===== config.mk =====
export PLATFORM = sky130hd
export DESIGN_NAME = hpf_follower
export DESIGN_NICKNAME = d
export VERILOG_FILES = /design/src/verilog/hpf_pkg.sv /design/src/verilog/hpf_follower.sv /design/src/verilog/hpf_divider.sv
export VERILOG_INCLUDE_DIRS = /design/src /design/src/verilog
export SDC_FILE = /design/constraint.sdc
export NUM_CORES = 2
export LEC_CHECK = 0
export BUFFER_PORTS_ARGS = -buffer_cell sky130_fd_sc_hd__buf_2
export CORE_UTILIZATION = 40
export DETAILED_ROUTE_END_ITERATION = 7
export GPL_TIMING_DRIVEN = 0
export PLACE_DENSITY_LB_ADDON = 0.05
export SYNTH_ARGS = -nofsm -noshare
export SYNTH_HDL_FRONTEND = slang
export SYNTH_SLANG_ARGS = --single-unit

===== constraint.sdc =====
create_clock -name core_clk -period 26.8 [get_ports core_clk]
set_clock_uncertainty 0.2 [all_clocks]
set_input_delay 1.34 -clock core_clk [delete_from_list [all_inputs] [get_ports core_clk]]
set_output_delay 1.34 -clock core_clk [all_outputs]
set_load 0.01 [all_outputs]

===== src/verilog/hpf_consts.svh =====
`ifndef HPF_CONSTS_SVH
`define HPF_CONSTS_SVH

// ----------------------------------------------------------------------------
// Timing
// ----------------------------------------------------------------------------
`define HPF_CLK_MHZ 200
`define HPF_CLK_HZ 200000000
`define HPF_SAMPLE_MS 50
`define HPF_SUBTICK_US 100
`define HPF_US_PER_MS 1000
`define HPF_SUBTICK_CYCLES (`HPF_SUBTICK_US * `HPF_CLK_MHZ)
`define HPF_SUBTICKS_PER_SAMPLE ((`HPF_SAMPLE_MS * `HPF_US_PER_MS) / `HPF_SUBTICK_US)

// ----------------------------------------------------------------------------
// Sizes
// ----------------------------------------------------------------------------
`define HPF_NUM_COUNTERS 8
`define HPF_NUM_AXES 4
`define HPF_WORD_W 32
`define HPF_WORK_WORDS 4

// ----------------------------------------------------------------------------
// Working word slots
// ----------------------------------------------------------------------------
`define HPF_WK_PREV 0
`define HPF_WK_TARGET 1
`define HPF_WK_HALF 2
`define HPF_WK_SENT 3

`endif


===== src/verilog/hpf_pkg.sv =====
`include "hpf_consts.svh"

package hpf_pkg;

  typedef enum logic [1:0] {
    HPF_IDLE   = 2'b00,
    HPF_SCALE  = 2'b01,
    HPF_PERIOD = 2'b11,
    HPF_PULSE  = 2'b10
  } hpf_state_t;

  typedef struct packed {
    logic [`HPF_WORD_W-1:0] ratioMultiplicand;
    logic [`HPF_WORD_W-1:0] ratioDivisor;
    logic [`HPF_WORD_W-1:0] outputSpeed;
  } hpf_settings_t;

  typedef logic [`HPF_NUM_COUNTERS-1:0][`HPF_WORD_W-1:0] hpf_counters_t;

endpackage


===== src/verilog/hpf_follower.sv =====
// Functional notes
// - Sampling repeats every 50 ms, built from a 0.1 ms sub-tick so the repeat is exact.
// - While enabled, the chosen counter is read once per interval to find the new pulses.
// - An interval with no new counts produces no output pulses.
// - Output pulses equal input pulses times the multiplicand divided by the divisor.
// - The ratio is two settings, multiplicand first and divisor second.
// - The scaled count goes out on the chosen axis at the set speed inside the interval.
// - The counter selector spans 0 to 7, the axis selector 0 to 3, settings are 32 bits.
// - Four working words hold the block's internal state.
// - No pulses go out while the pulse hardware is claimed by another function; the counter is still sampled each interval.
// - The active flag is high exactly while pulses are being emitted.
`timescale 1ns/1ps
`include "hpf_consts.svh"

module hpf_follower #(
  parameter int SUB_TICK_CYCLES = `HPF_SUBTICK_CYCLES,
  parameter int SUBTICKS_PER_SAMPLE = `HPF_SUBTICKS_PER_SAMPLE
) (
  input wire logic core_clk,
  input wire logic reset,
  input wire logic enable,
  input wire logic hwBusy,
  input wire logic [2:0] sourceCounterSel,
  input wire logic [1:0] outputAxisSel,
  input wire hpf_pkg::hpf_counters_t hscCounts,
  input wire hpf_pkg::hpf_settings_t settings,
  output logic [`HPF_NUM_AXES-1:0] pulseOut_ff,
  output logic [`HPF_NUM_AXES-1:0] dirOut_ff,
  output logic pulsingActive_ff,
  output logic sampleTick_ff
);

  localparam int SUB_W = $clog2(SUB_TICK_CYCLES + 1);
  localparam int SMP_W = $clog2(SUBTICKS_PER_SAMPLE + 1);
  localparam int WW = `HPF_WORD_W;
  localparam logic [2*WW-1:0] HALF_CLK = (2*WW)'(`HPF_CLK_HZ / 2);

  generate
    if (SUB_TICK_CYCLES < 1 || SUBTICKS_PER_SAMPLE < 1) begin : g_bad
      $error("hpf_follower: tick counts must be at least one");
    end
  endgenerate

  // --------------------------------------------------------------------------
  // Sample pacing
  // --------------------------------------------------------------------------
  logic [SUB_W-1:0] subCnt_ff;
  logic [SMP_W-1:0] smpCnt_ff;
  logic subTick;

  assign subTick = subCnt_ff == SUB_W'(SUB_TICK_CYCLES - 1);

  always_ff @(posedge core_clk) begin
    if (reset) begin
      subCnt_ff <= '0;
      smpCnt_ff <= '0;
      sampleTick_ff <= 1'b0;
    end else begin
      subCnt_ff <= subTick ? '0 : subCnt_ff + SUB_W'(1);
      sampleTick_ff <= 1'b0;
      if (subTick) begin
        if (smpCnt_ff == SMP_W'(SUBTICKS_PER_SAMPLE - 1)) begin
          smpCnt_ff <= '0;
          sampleTick_ff <= 1'b1;
        end else begin
          smpCnt_ff <= smpCnt_ff + SMP_W'(1);
        end
      end
    end
  end

  // --------------------------------------------------------------------------
  // Sampling and scaling operands
  // --------------------------------------------------------------------------
  logic [WW-1:0] workWord_ff [`HPF_WORK_WORDS];
  logic [WW-1:0] curCount;
  logic [WW-1:0] delta;
  logic [WW-1:0] magnitude;
  logic [2*WW-1:0] scaledIn;
  logic go;

  assign curCount = hscCounts[sourceCounterSel];
  assign delta = curCount - workWord_ff[`HPF_WK_PREV];
  // Scaling the magnitude keeps truncation toward zero in both directions.
  assign magnitude = delta[WW-1] ? (~delta + WW'(1)) : delta;
  assign scaledIn = (2*WW)'(magnitude) * (2*WW)'(settings.ratioMultiplicand);
  assign go = enable && !hwBusy && (delta != '0) && (settings.ratioDivisor != '0)
              && (settings.outputSpeed != '0);

  // --------------------------------------------------------------------------
  // Shared divider: first the pulse count, then the half period
  // --------------------------------------------------------------------------
  logic divStart_ff;
  logic [2*WW-1:0] divNum_ff;
  logic [WW-1:0] divDen_ff;
  logic divDone;
  logic [2*WW-1:0] divQuot;

  hpf_divider #(.NUM_W(2*WW), .DEN_W(WW)) u_div (
    .core_clk(core_clk),
    .reset(reset),
    .start(divStart_ff),
    .dividend(divNum_ff),
    .divisor(divDen_ff),
    .done(divDone),
    .quotient(divQuot)
  );

  // --------------------------------------------------------------------------
  // Sequencer
  // --------------------------------------------------------------------------
  hpf_pkg::hpf_state_t state_ff;
  logic [1:0] axis_ff;
  logic [WW-1:0] halfCnt_ff;
  logic halfDone;
  logic lastEdge;

  assign halfDone = halfCnt_ff >= workWord_ff[`HPF_WK_HALF] - WW'(1);
  assign lastEdge = pulseOut_ff[axis_ff]
                    && (workWord_ff[`HPF_WK_SENT] + WW'(1) == workWord_ff[`HPF_WK_TARGET]);

  always_ff @(posedge core_clk) begin
    if (reset) begin
      state_ff <= hpf_pkg::HPF_IDLE;
      pulsingActive_ff <= 1'b0;
      divStart_ff <= 1'b0;
      divNum_ff <= '0;
      divDen_ff <= '0;
      axis_ff <= '0;
      dirOut_ff <= '0;
    end else begin
      divStart_ff <= 1'b0;
      if (!enable || hwBusy) begin
        state_ff <= hpf_pkg::HPF_IDLE;
        pulsingActive_ff <= 1'b0;
      end else if (sampleTick_ff) begin
        // A late stream is cut off here so the next interval starts clean.
        pulsingActive_ff <= 1'b0;
        if (go) begin
          state_ff <= hpf_pkg::HPF_SCALE;
          divStart_ff <= 1'b1;
          divNum_ff <= scaledIn;
          divDen_ff <= settings.ratioDivisor;
          axis_ff <= outputAxisSel;
          dirOut_ff <= {`HPF_NUM_AXES{1'b0}} | (`HPF_NUM_AXES'(delta[WW-1]) << outputAxisSel);
        end else begin
          state_ff <= hpf_pkg::HPF_IDLE;
        end
      end else begin
        unique case (state_ff)
          hpf_pkg::HPF_IDLE: begin
          end
          hpf_pkg::HPF_SCALE: begin
            if (divDone) begin
              if (divQuot == '0) begin
                state_ff <= hpf_pkg::HPF_IDLE;
              end else begin
                state_ff <= hpf_pkg::HPF_PERIOD;
                divStart_ff <= 1'b1;
                divNum_ff <= HALF_CLK;
                divDen_ff <= settings.outputSpeed;
              end
            end
          end
          hpf_pkg::HPF_PERIOD: begin
            if (divDone) begin
              state_ff <= hpf_pkg::HPF_PULSE;
              pulsingActive_ff <= 1'b1;
            end
          end
          hpf_pkg::HPF_PULSE: begin
            if (halfDone && lastEdge) begin
              state_ff <= hpf_pkg::HPF_IDLE;
              pulsingActive_ff <= 1'b0;
            end
          end
        endcase
      end
    end
  end

  // --------------------------------------------------------------------------
  // Working words and pulse generation
  // --------------------------------------------------------------------------
  always_ff @(posedge core_clk) begin
    if (reset) begin
      for (int i = 0; i < `HPF_WORK_WORDS; i++) begin
        workWord_ff[i] <= '0;
      end
      halfCnt_ff <= '0;
      pulseOut_ff <= '0;
    end else begin
      if (sampleTick_ff) begin
        workWord_ff[`HPF_WK_PREV] <= curCount;
      end
      if (state_ff == hpf_pkg::HPF_SCALE && divDone) begin
        // Anything past 32 bits saturates; the remainder is simply dropped.
        workWord_ff[`HPF_WK_TARGET] <= (divQuot[2*WW-1:WW] != '0) ? '1
                                       : divQuot[WW-1:0];
      end
      if (state_ff == hpf_pkg::HPF_PERIOD && divDone) begin
        workWord_ff[`HPF_WK_HALF] <= (divQuot[2*WW-1:WW] != '0) ? '1
                                     : ((divQuot[WW-1:0] == '0) ? WW'(1) : divQuot[WW-1:0]);
        workWord_ff[`HPF_WK_SENT] <= '0;
        halfCnt_ff <= '0;
      end
      if (state_ff == hpf_pkg::HPF_PULSE && pulsingActive_ff && !sampleTick_ff
          && enable && !hwBusy) begin
        if (halfDone) begin
          halfCnt_ff <= '0;
          pulseOut_ff[axis_ff] <= ~pulseOut_ff[axis_ff];
          if (pulseOut_ff[axis_ff]) begin
            workWord_ff[`HPF_WK_SENT] <= workWord_ff[`HPF_WK_SENT] + WW'(1);
          end
        end else begin
          halfCnt_ff <= halfCnt_ff + WW'(1);
        end
      end else begin
        pulseOut_ff <= '0;
      end
    end
  end

  // --------------------------------------------------------------------------
  // Assertions
  // --------------------------------------------------------------------------
  localparam int SAMPLE_CYCLES = SUB_TICK_CYCLES * SUBTICKS_PER_SAMPLE;
  logic [31:0] sinceTick_ff;
  logic seenTick_ff;

  always_ff @(posedge core_clk) begin
    if (reset) begin
      sinceTick_ff <= '0;
      seenTick_ff <= 1'b0;
    end else begin
      sinceTick_ff <= sampleTick_ff ? 32'h0000_0001 : sinceTick_ff + 32'h0000_0001;
      seenTick_ff <= seenTick_ff | sampleTick_ff;
    end
  end

  property p_tickPeriod;
    @(posedge core_clk) disable iff (reset)
    (sampleTick_ff && seenTick_ff) |-> (sinceTick_ff == 32'(SAMPLE_CYCLES));
  endproperty
  a_tickPeriod: assert property (p_tickPeriod) else $error("sample period wrong");

  property p_sampleLatch;
    @(posedge core_clk) disable iff (reset)
    sampleTick_ff |=> workWord_ff[`HPF_WK_PREV] == $past(curCount);
  endproperty
  a_sampleLatch: assert property (p_sampleLatch) else $error("count not latched");

  property p_noDeltaIdle;
    @(posedge core_clk) disable iff (reset)
    (sampleTick_ff && delta == '0) |=> (state_ff == hpf_pkg::HPF_IDLE) && !pulsingActive_ff;
  endproperty
  a_noDeltaIdle: assert property (p_noDeltaIdle) else $error("ran with no input");

  property p_scaleResult;
    @(posedge core_clk) disable iff (reset)
    (state_ff == hpf_pkg::HPF_SCALE && divDone && divQuot[2*WW-1:WW] == '0)
    |=> workWord_ff[`HPF_WK_TARGET] == $past(divQuot[WW-1:0]);
  endproperty
  a_scaleResult: assert property (p_scaleResult) else $error("scaled count wrong");

  property p_zeroDivisor;
    @(posedge core_clk) disable iff (reset)
    (sampleTick_ff && settings.ratioDivisor == '0) |=> state_ff == hpf_pkg::HPF_IDLE;
  endproperty
  a_zeroDivisor: assert property (p_zeroDivisor) else $error("ran with zero divisor");

  property p_axisOnly;
    @(posedge core_clk) disable iff (reset)
    (pulseOut_ff & ~(`HPF_NUM_AXES'(1) << axis_ff)) == '0;
  endproperty
  a_axisOnly: assert property (p_axisOnly) else $error("pulse on wrong axis");

  property p_sentBound;
    @(posedge core_clk) disable iff (reset)
    pulsingActive_ff |-> workWord_ff[`HPF_WK_SENT] < workWord_ff[`HPF_WK_TARGET];
  endproperty
  a_sentBound: assert property (p_sentBound) else $error("too many pulses");

  property p_busyStops;
    @(posedge core_clk) disable iff (reset)
    (hwBusy || !enable) |=> (state_ff == hpf_pkg::HPF_IDLE) ##1 (pulseOut_ff == '0);
  endproperty
  a_busyStops: assert property (p_busyStops) else $error("ran while claimed");

  property p_activeMatches;
    @(posedge core_clk) disable iff (reset)
    pulsingActive_ff == (state_ff == hpf_pkg::HPF_PULSE);
  endproperty
  a_activeMatches: assert property (p_activeMatches) else $error("active flag wrong");

endmodule // hpf_follower


===== src/verilog/hpf_divider.sv =====
`timescale 1ns/1ps

module hpf_divider #(
  parameter int NUM_W = 64,
  parameter int DEN_W = 32
) (
  input wire logic core_clk,
  input wire logic reset,
  input wire logic start,
  input wire logic [NUM_W-1:0] dividend,
  input wire logic [DEN_W-1:0] divisor,
  output logic done,
  output logic [NUM_W-1:0] quotient
);

  localparam int CNT_W = $clog2(NUM_W + 1);

  generate
    if (NUM_W < 2 || DEN_W < 1) begin : g_bad
      $error("hpf_divider: unsupported widths");
    end
  endgenerate

  logic [DEN_W:0] rem_ff;
  logic [NUM_W-1:0] quo_ff;
  logic [CNT_W-1:0] cnt_ff;
  logic done_ff;
  logic [DEN_W:0] shifted;
  logic fits;

  assign shifted = {rem_ff[DEN_W-1:0], quo_ff[NUM_W-1]};
  assign fits = shifted >= {1'b0, divisor};
  assign done = done_ff;
  assign quotient = quo_ff;

  // Restoring division, one quotient bit a cycle; the result truncates.
  always_ff @(posedge core_clk) begin
    if (reset) begin
      rem_ff <= '0;
      quo_ff <= '0;
      cnt_ff <= '0;
      done_ff <= 1'b0;
    end else if (start) begin
      rem_ff <= '0;
      quo_ff <= dividend;
      cnt_ff <= CNT_W'(NUM_W);
      done_ff <= 1'b0;
    end else if (cnt_ff != '0) begin
      rem_ff <= fits ? (shifted - {1'b0, divisor}) : shifted;
      quo_ff <= {quo_ff[NUM_W-2:0], fits};
      cnt_ff <= cnt_ff - CNT_W'(1);
      done_ff <= (cnt_ff == CNT_W'(1));
    end else begin
      done_ff <= 1'b0;
    end
  end

endmodule // hpf_divider


==> metrics.md <==
| Metric | Value |
|---|---|
| Worst Reg2Reg Path Length in Cells | 38 |
| Final core utilization | 44.62% |
| # fillers | 14504 |
| Area growth, synth to finish | 10.41% |
| Crit path max fanout | 10 |
| Setup CP Type | in2reg |
| Cts bufs inserted | 50 |
| Hold_ws | 0.2488 ns |
| GRT Residual Overflow | 0 |
| Post-synth top flop | dfxtp_1 |
| Clock Tree Root | clkbuf_16 |
| Post-synthesis instance total | 6598 |
| Ports | 371 |
| Hold Crit Class | reg2reg |
| Most Frequent Cell on Critical Path | fa_1 |
| Element type at the critical path end | register |
| Final Hold Fails | 0 |
| DR DRC count | 6 |
| Slowest CP cell | clkbuf_1 |
| Hold Crit Endpoint | subCnt_ff[0] |
| Drt first pass iters | 8 |
| Number of synthesized flops with an enable pin | 128 |
| Clock Sinks | 399 |
| Die ar. | 147000 um2 |
| Critical path launch point type | input pin |
| Failing checks | DRC |
| Hold_sp | subCnt_ff[0] |
| Chip width | 383.4 um |
| Vias | 47492 |
| Max-slew headroom | 7.659% |
| Post-CTS Resized | 0 |
| Mapped cell area | 58200 um2 |
| Gpl congestion | 0.9653 |
| TritonCTS clock tree | built |
| Post-CTS Setup Bufs | 0 |
| Worst r2r src | workWord_ff[0][15] |
| Synth area leader | fa_1 |
| Max Transition Viols Final | 0 |
| Final WL | 207.7 mm |
| RSZ-0062 raised after global routing | no |
| Routed Antenna Nets | 0 |
| Asr flop ratio synth | 0% |
| DR WL/cell | 23.15 um |
| Clock Latency Late Sink | 0.63 ns |
| # port buffers | 369 |
| Synth area leaders | fa_1 (31%), dfxtp_1 (9.3%), ha_1 (7.9%) |
| #FFs+latches synth | 399 |
| Initial core utilization | 40.41% |
| Hold depth | 1 |
| Maximum clock insertion buffer count | 3 |
| Initial antenna violation count | 21 |
| Final setup viols | 0 |
| Status | finished with violations |
| DIE HEIGHT | 383.4 um |
| Synth top area share | 30.89% |
| Vias in the first global route | 49026 |
| Post-placement cell count | 8872 |
| Layout cells sized above 1 | 9.121% |
| Synth Warn # | 0 |
| Final min period | 16.92 ns |
| First-pass GRT wire length | 314.0 mm |
| Tot GR Track Use | 28.50% |
| Largest net degree at the start of global routing | 34 |
| Max H-tree Level | 2 |
| CORE AREA | 144000 um2 |
| Reg clk slew, reported paths | 0.06 ns |
| Least-Margin Pin Slew | 1.385 ns |
| Synth unique cells | 91 |
| FF-to-FF setup slack | 12.53 ns |
| Hpwl dp | 176.2 mm |
| Fin cells | 8969 |
| Reg-to-Reg End | divNum_ff[63] |
| Total Neg Setup Slack | 0 ns |
| Site Rows | 139 |
| Final Cycle Share | 63.13% |
| F_max | 59.10 MHz |
| Via/cell ratio | 5.295 |
| Avg Synthesized Cell Area | 8.820 um2 |
| Critical path arrival | 17.24 ns |
| Critical Path RT | 27.12 ns |
| Crit path largest cell delay | 1.06 ns |
| Hold-fix buffers, CTS | 0 |
| Sequential area share after synthesis | 15.93% |
| Total of max-cap violations | 0 |
| Synth Net Count | 8223 |
| Total Nets Final | 8646 |
| DRT iter0 DRCs | 3546 |
-- how the worst max path moves through the flow --
stage | from | to | slack, ns | cells after the start
2_1_floorplan | sourceCounterSel[0] | divNum_ff[63] | 13.46 | 41
3_3_place_gp | sourceCounterSel[0] | divNum_ff[63] | 9.19 | 42
3_5_place_dp | sourceCounterSel[0] | divNum_ff[63] | 9.31 | 42
4_1_cts | sourceCounterSel[0] | divNum_ff[63] | 9.97 | 41
5_1_grt | sourceCounterSel[0] | divNum_ff[63] | 9.18 | 42
6_report | sourceCounterSel[0] | divNum_ff[63] | 9.88 | 41
-- metal layers --
| metal | share of wire (%) | up-vias | global-route usage (%) |
|---|---|---|---|
| met3 | 6.3 | 250 | 4.482 |
| met4 | 3.1 | 10 | 7.976 |
| met5 | 0.033 | - | 0 |
| met1 | 45 | 23844 | 39.58 |
| li1 | - | 21977 | - |
| met2 | 45 | 1411 | 45.90 |
-- cell usage after synthesis (7+ instances only) --
library cell  instances
nor4_1               62
mux2_2               30
o22ai_1              15
a21o_1               82
xor2_1               99
o211ai_1             16
or4_1                12
a21oi_1             330
dfxtp_1             271
or3_1                36
and3_1               32
nor2_1              414
edfxtp_1            128
nand4_1              54
a31oi_1              41
o21bai_1             16
o21ai_0             136
inv_1              1017
nor3_1               63
nand3_1              95
nor3b_1               9
buf_1                26
o21a_1               16
o31ai_1              17
nand2b_1             35
fa_1                898
nor2b_1              75
nand3b_1             14
a211oi_1             25
nand2_1             871
or2_2                15
ha_1                366
a21boi_0              7
mux2i_1              42
nand4b_1              7
xnor2_1             139
a211oi_2             34
and4_1               12
a22o_1               49
mux4_2               64
and2_1              466
o221ai_1              7
clkbuf_1            343
-- stage by stage --
stage,setup WS (ns),cell area (um2)
floorplan,13.46,58200
global placement,9.193,62420
detailed placement,9.308,62480
CTS,9.971,64240
global route,9.176,64250
finish,9.880,64260
-- area by class of cell --
cell class | count | area [um2] | area share (%)
multi-input combinational | 4798 | 43640 | 67.91
sequential | 399 | 9269 | 14.43
inverter | 1018 | 3821 | 5.947
tap | 1903 | 2381 | 3.706
timing repair buffer | 371 | 1874 | 2.917
buffer | 383 | 1499 | 2.333
clock buffer | 63 | 1385 | 2.156
clock inverter | 29 | 377.9 | 0.5881
antenna | 5 | 12.51 | 0.01947
-- flip-flops by register name, summed over array words and instances, names as in the netlist, 2 cells and up --
register,cells
halfCnt_ff,32
divNum_ff,64
u_div.rem_ff,32
divDen_ff,32
u_div.cnt_ff,7
axis_ff,2
smpCnt_ff,9
subCnt_ff,15
u_div.quotient,64
workWord_ff,128
state_ff,2
dirOut_ff,4
pulseOut_ff,4
-- critical path, delay by kind of cell --
family                     cells  cell delay, ns
AOI/OAI and AO/OA             10            3.50
xor gates and xnor gates       2            1.54
adders and majority gates     10            4.74
buffers and inverters         11            3.80
muxes                          3            1.18
and+or+nand+nor                5            1.09
-- placed cells by master, fill, tap and decap left out, types with 41 or more instances in the layout --
master | netlist | layout
dfxtp_1 | 271 | 271
fa_1 | 898 | 898
nand2_1 | 871 | 871
inv_1 | 1017 | 1017
edfxtp_1 | 128 | 128
xor2_1 | 99 | 99
nor3_1 | 63 | 62
nand4_1 | 54 | 54
clkbuf_1 | 343 | 348
buf_2 | 4 | 373
mux2i_1 | 42 | 42
nand3_1 | 95 | 95
and2_1 | 466 | 466
o21ai_0 | 136 | 136
nor2b_1 | 75 | 75
nor2_1 | 414 | 414
clkbuf_16 | 0 | 51
nor4_1 | 62 | 61
a31oi_1 | 41 | 41
a21oi_1 | 330 | 330
xnor2_1 | 139 | 139
ha_1 | 366 | 366
mux4_2 | 64 | 64
a22o_1 | 49 | 49
a21o_1 | 82 | 82
-- logic make-up after synthesis --
| logic type | after synthesis | synth area share, % |
|---|---|---|
| adders and majority gates | 1264 | 38.76 |
| DFF | 399 | 15.93 |
| and+or+nand+nor | 2288 | 19.01 |
| buffers and inverters | 1401 | 9.142 |
| muxes | 136 | 3.780 |
| AOI/OAI and AO/OA | 872 | 9.802 |
| xor gates and xnor gates | 238 | 3.582 |
Power is left out: the tool's default activity adds up to more than one toggle a clock period on the data nets, which glitch-free logic cannot reach.
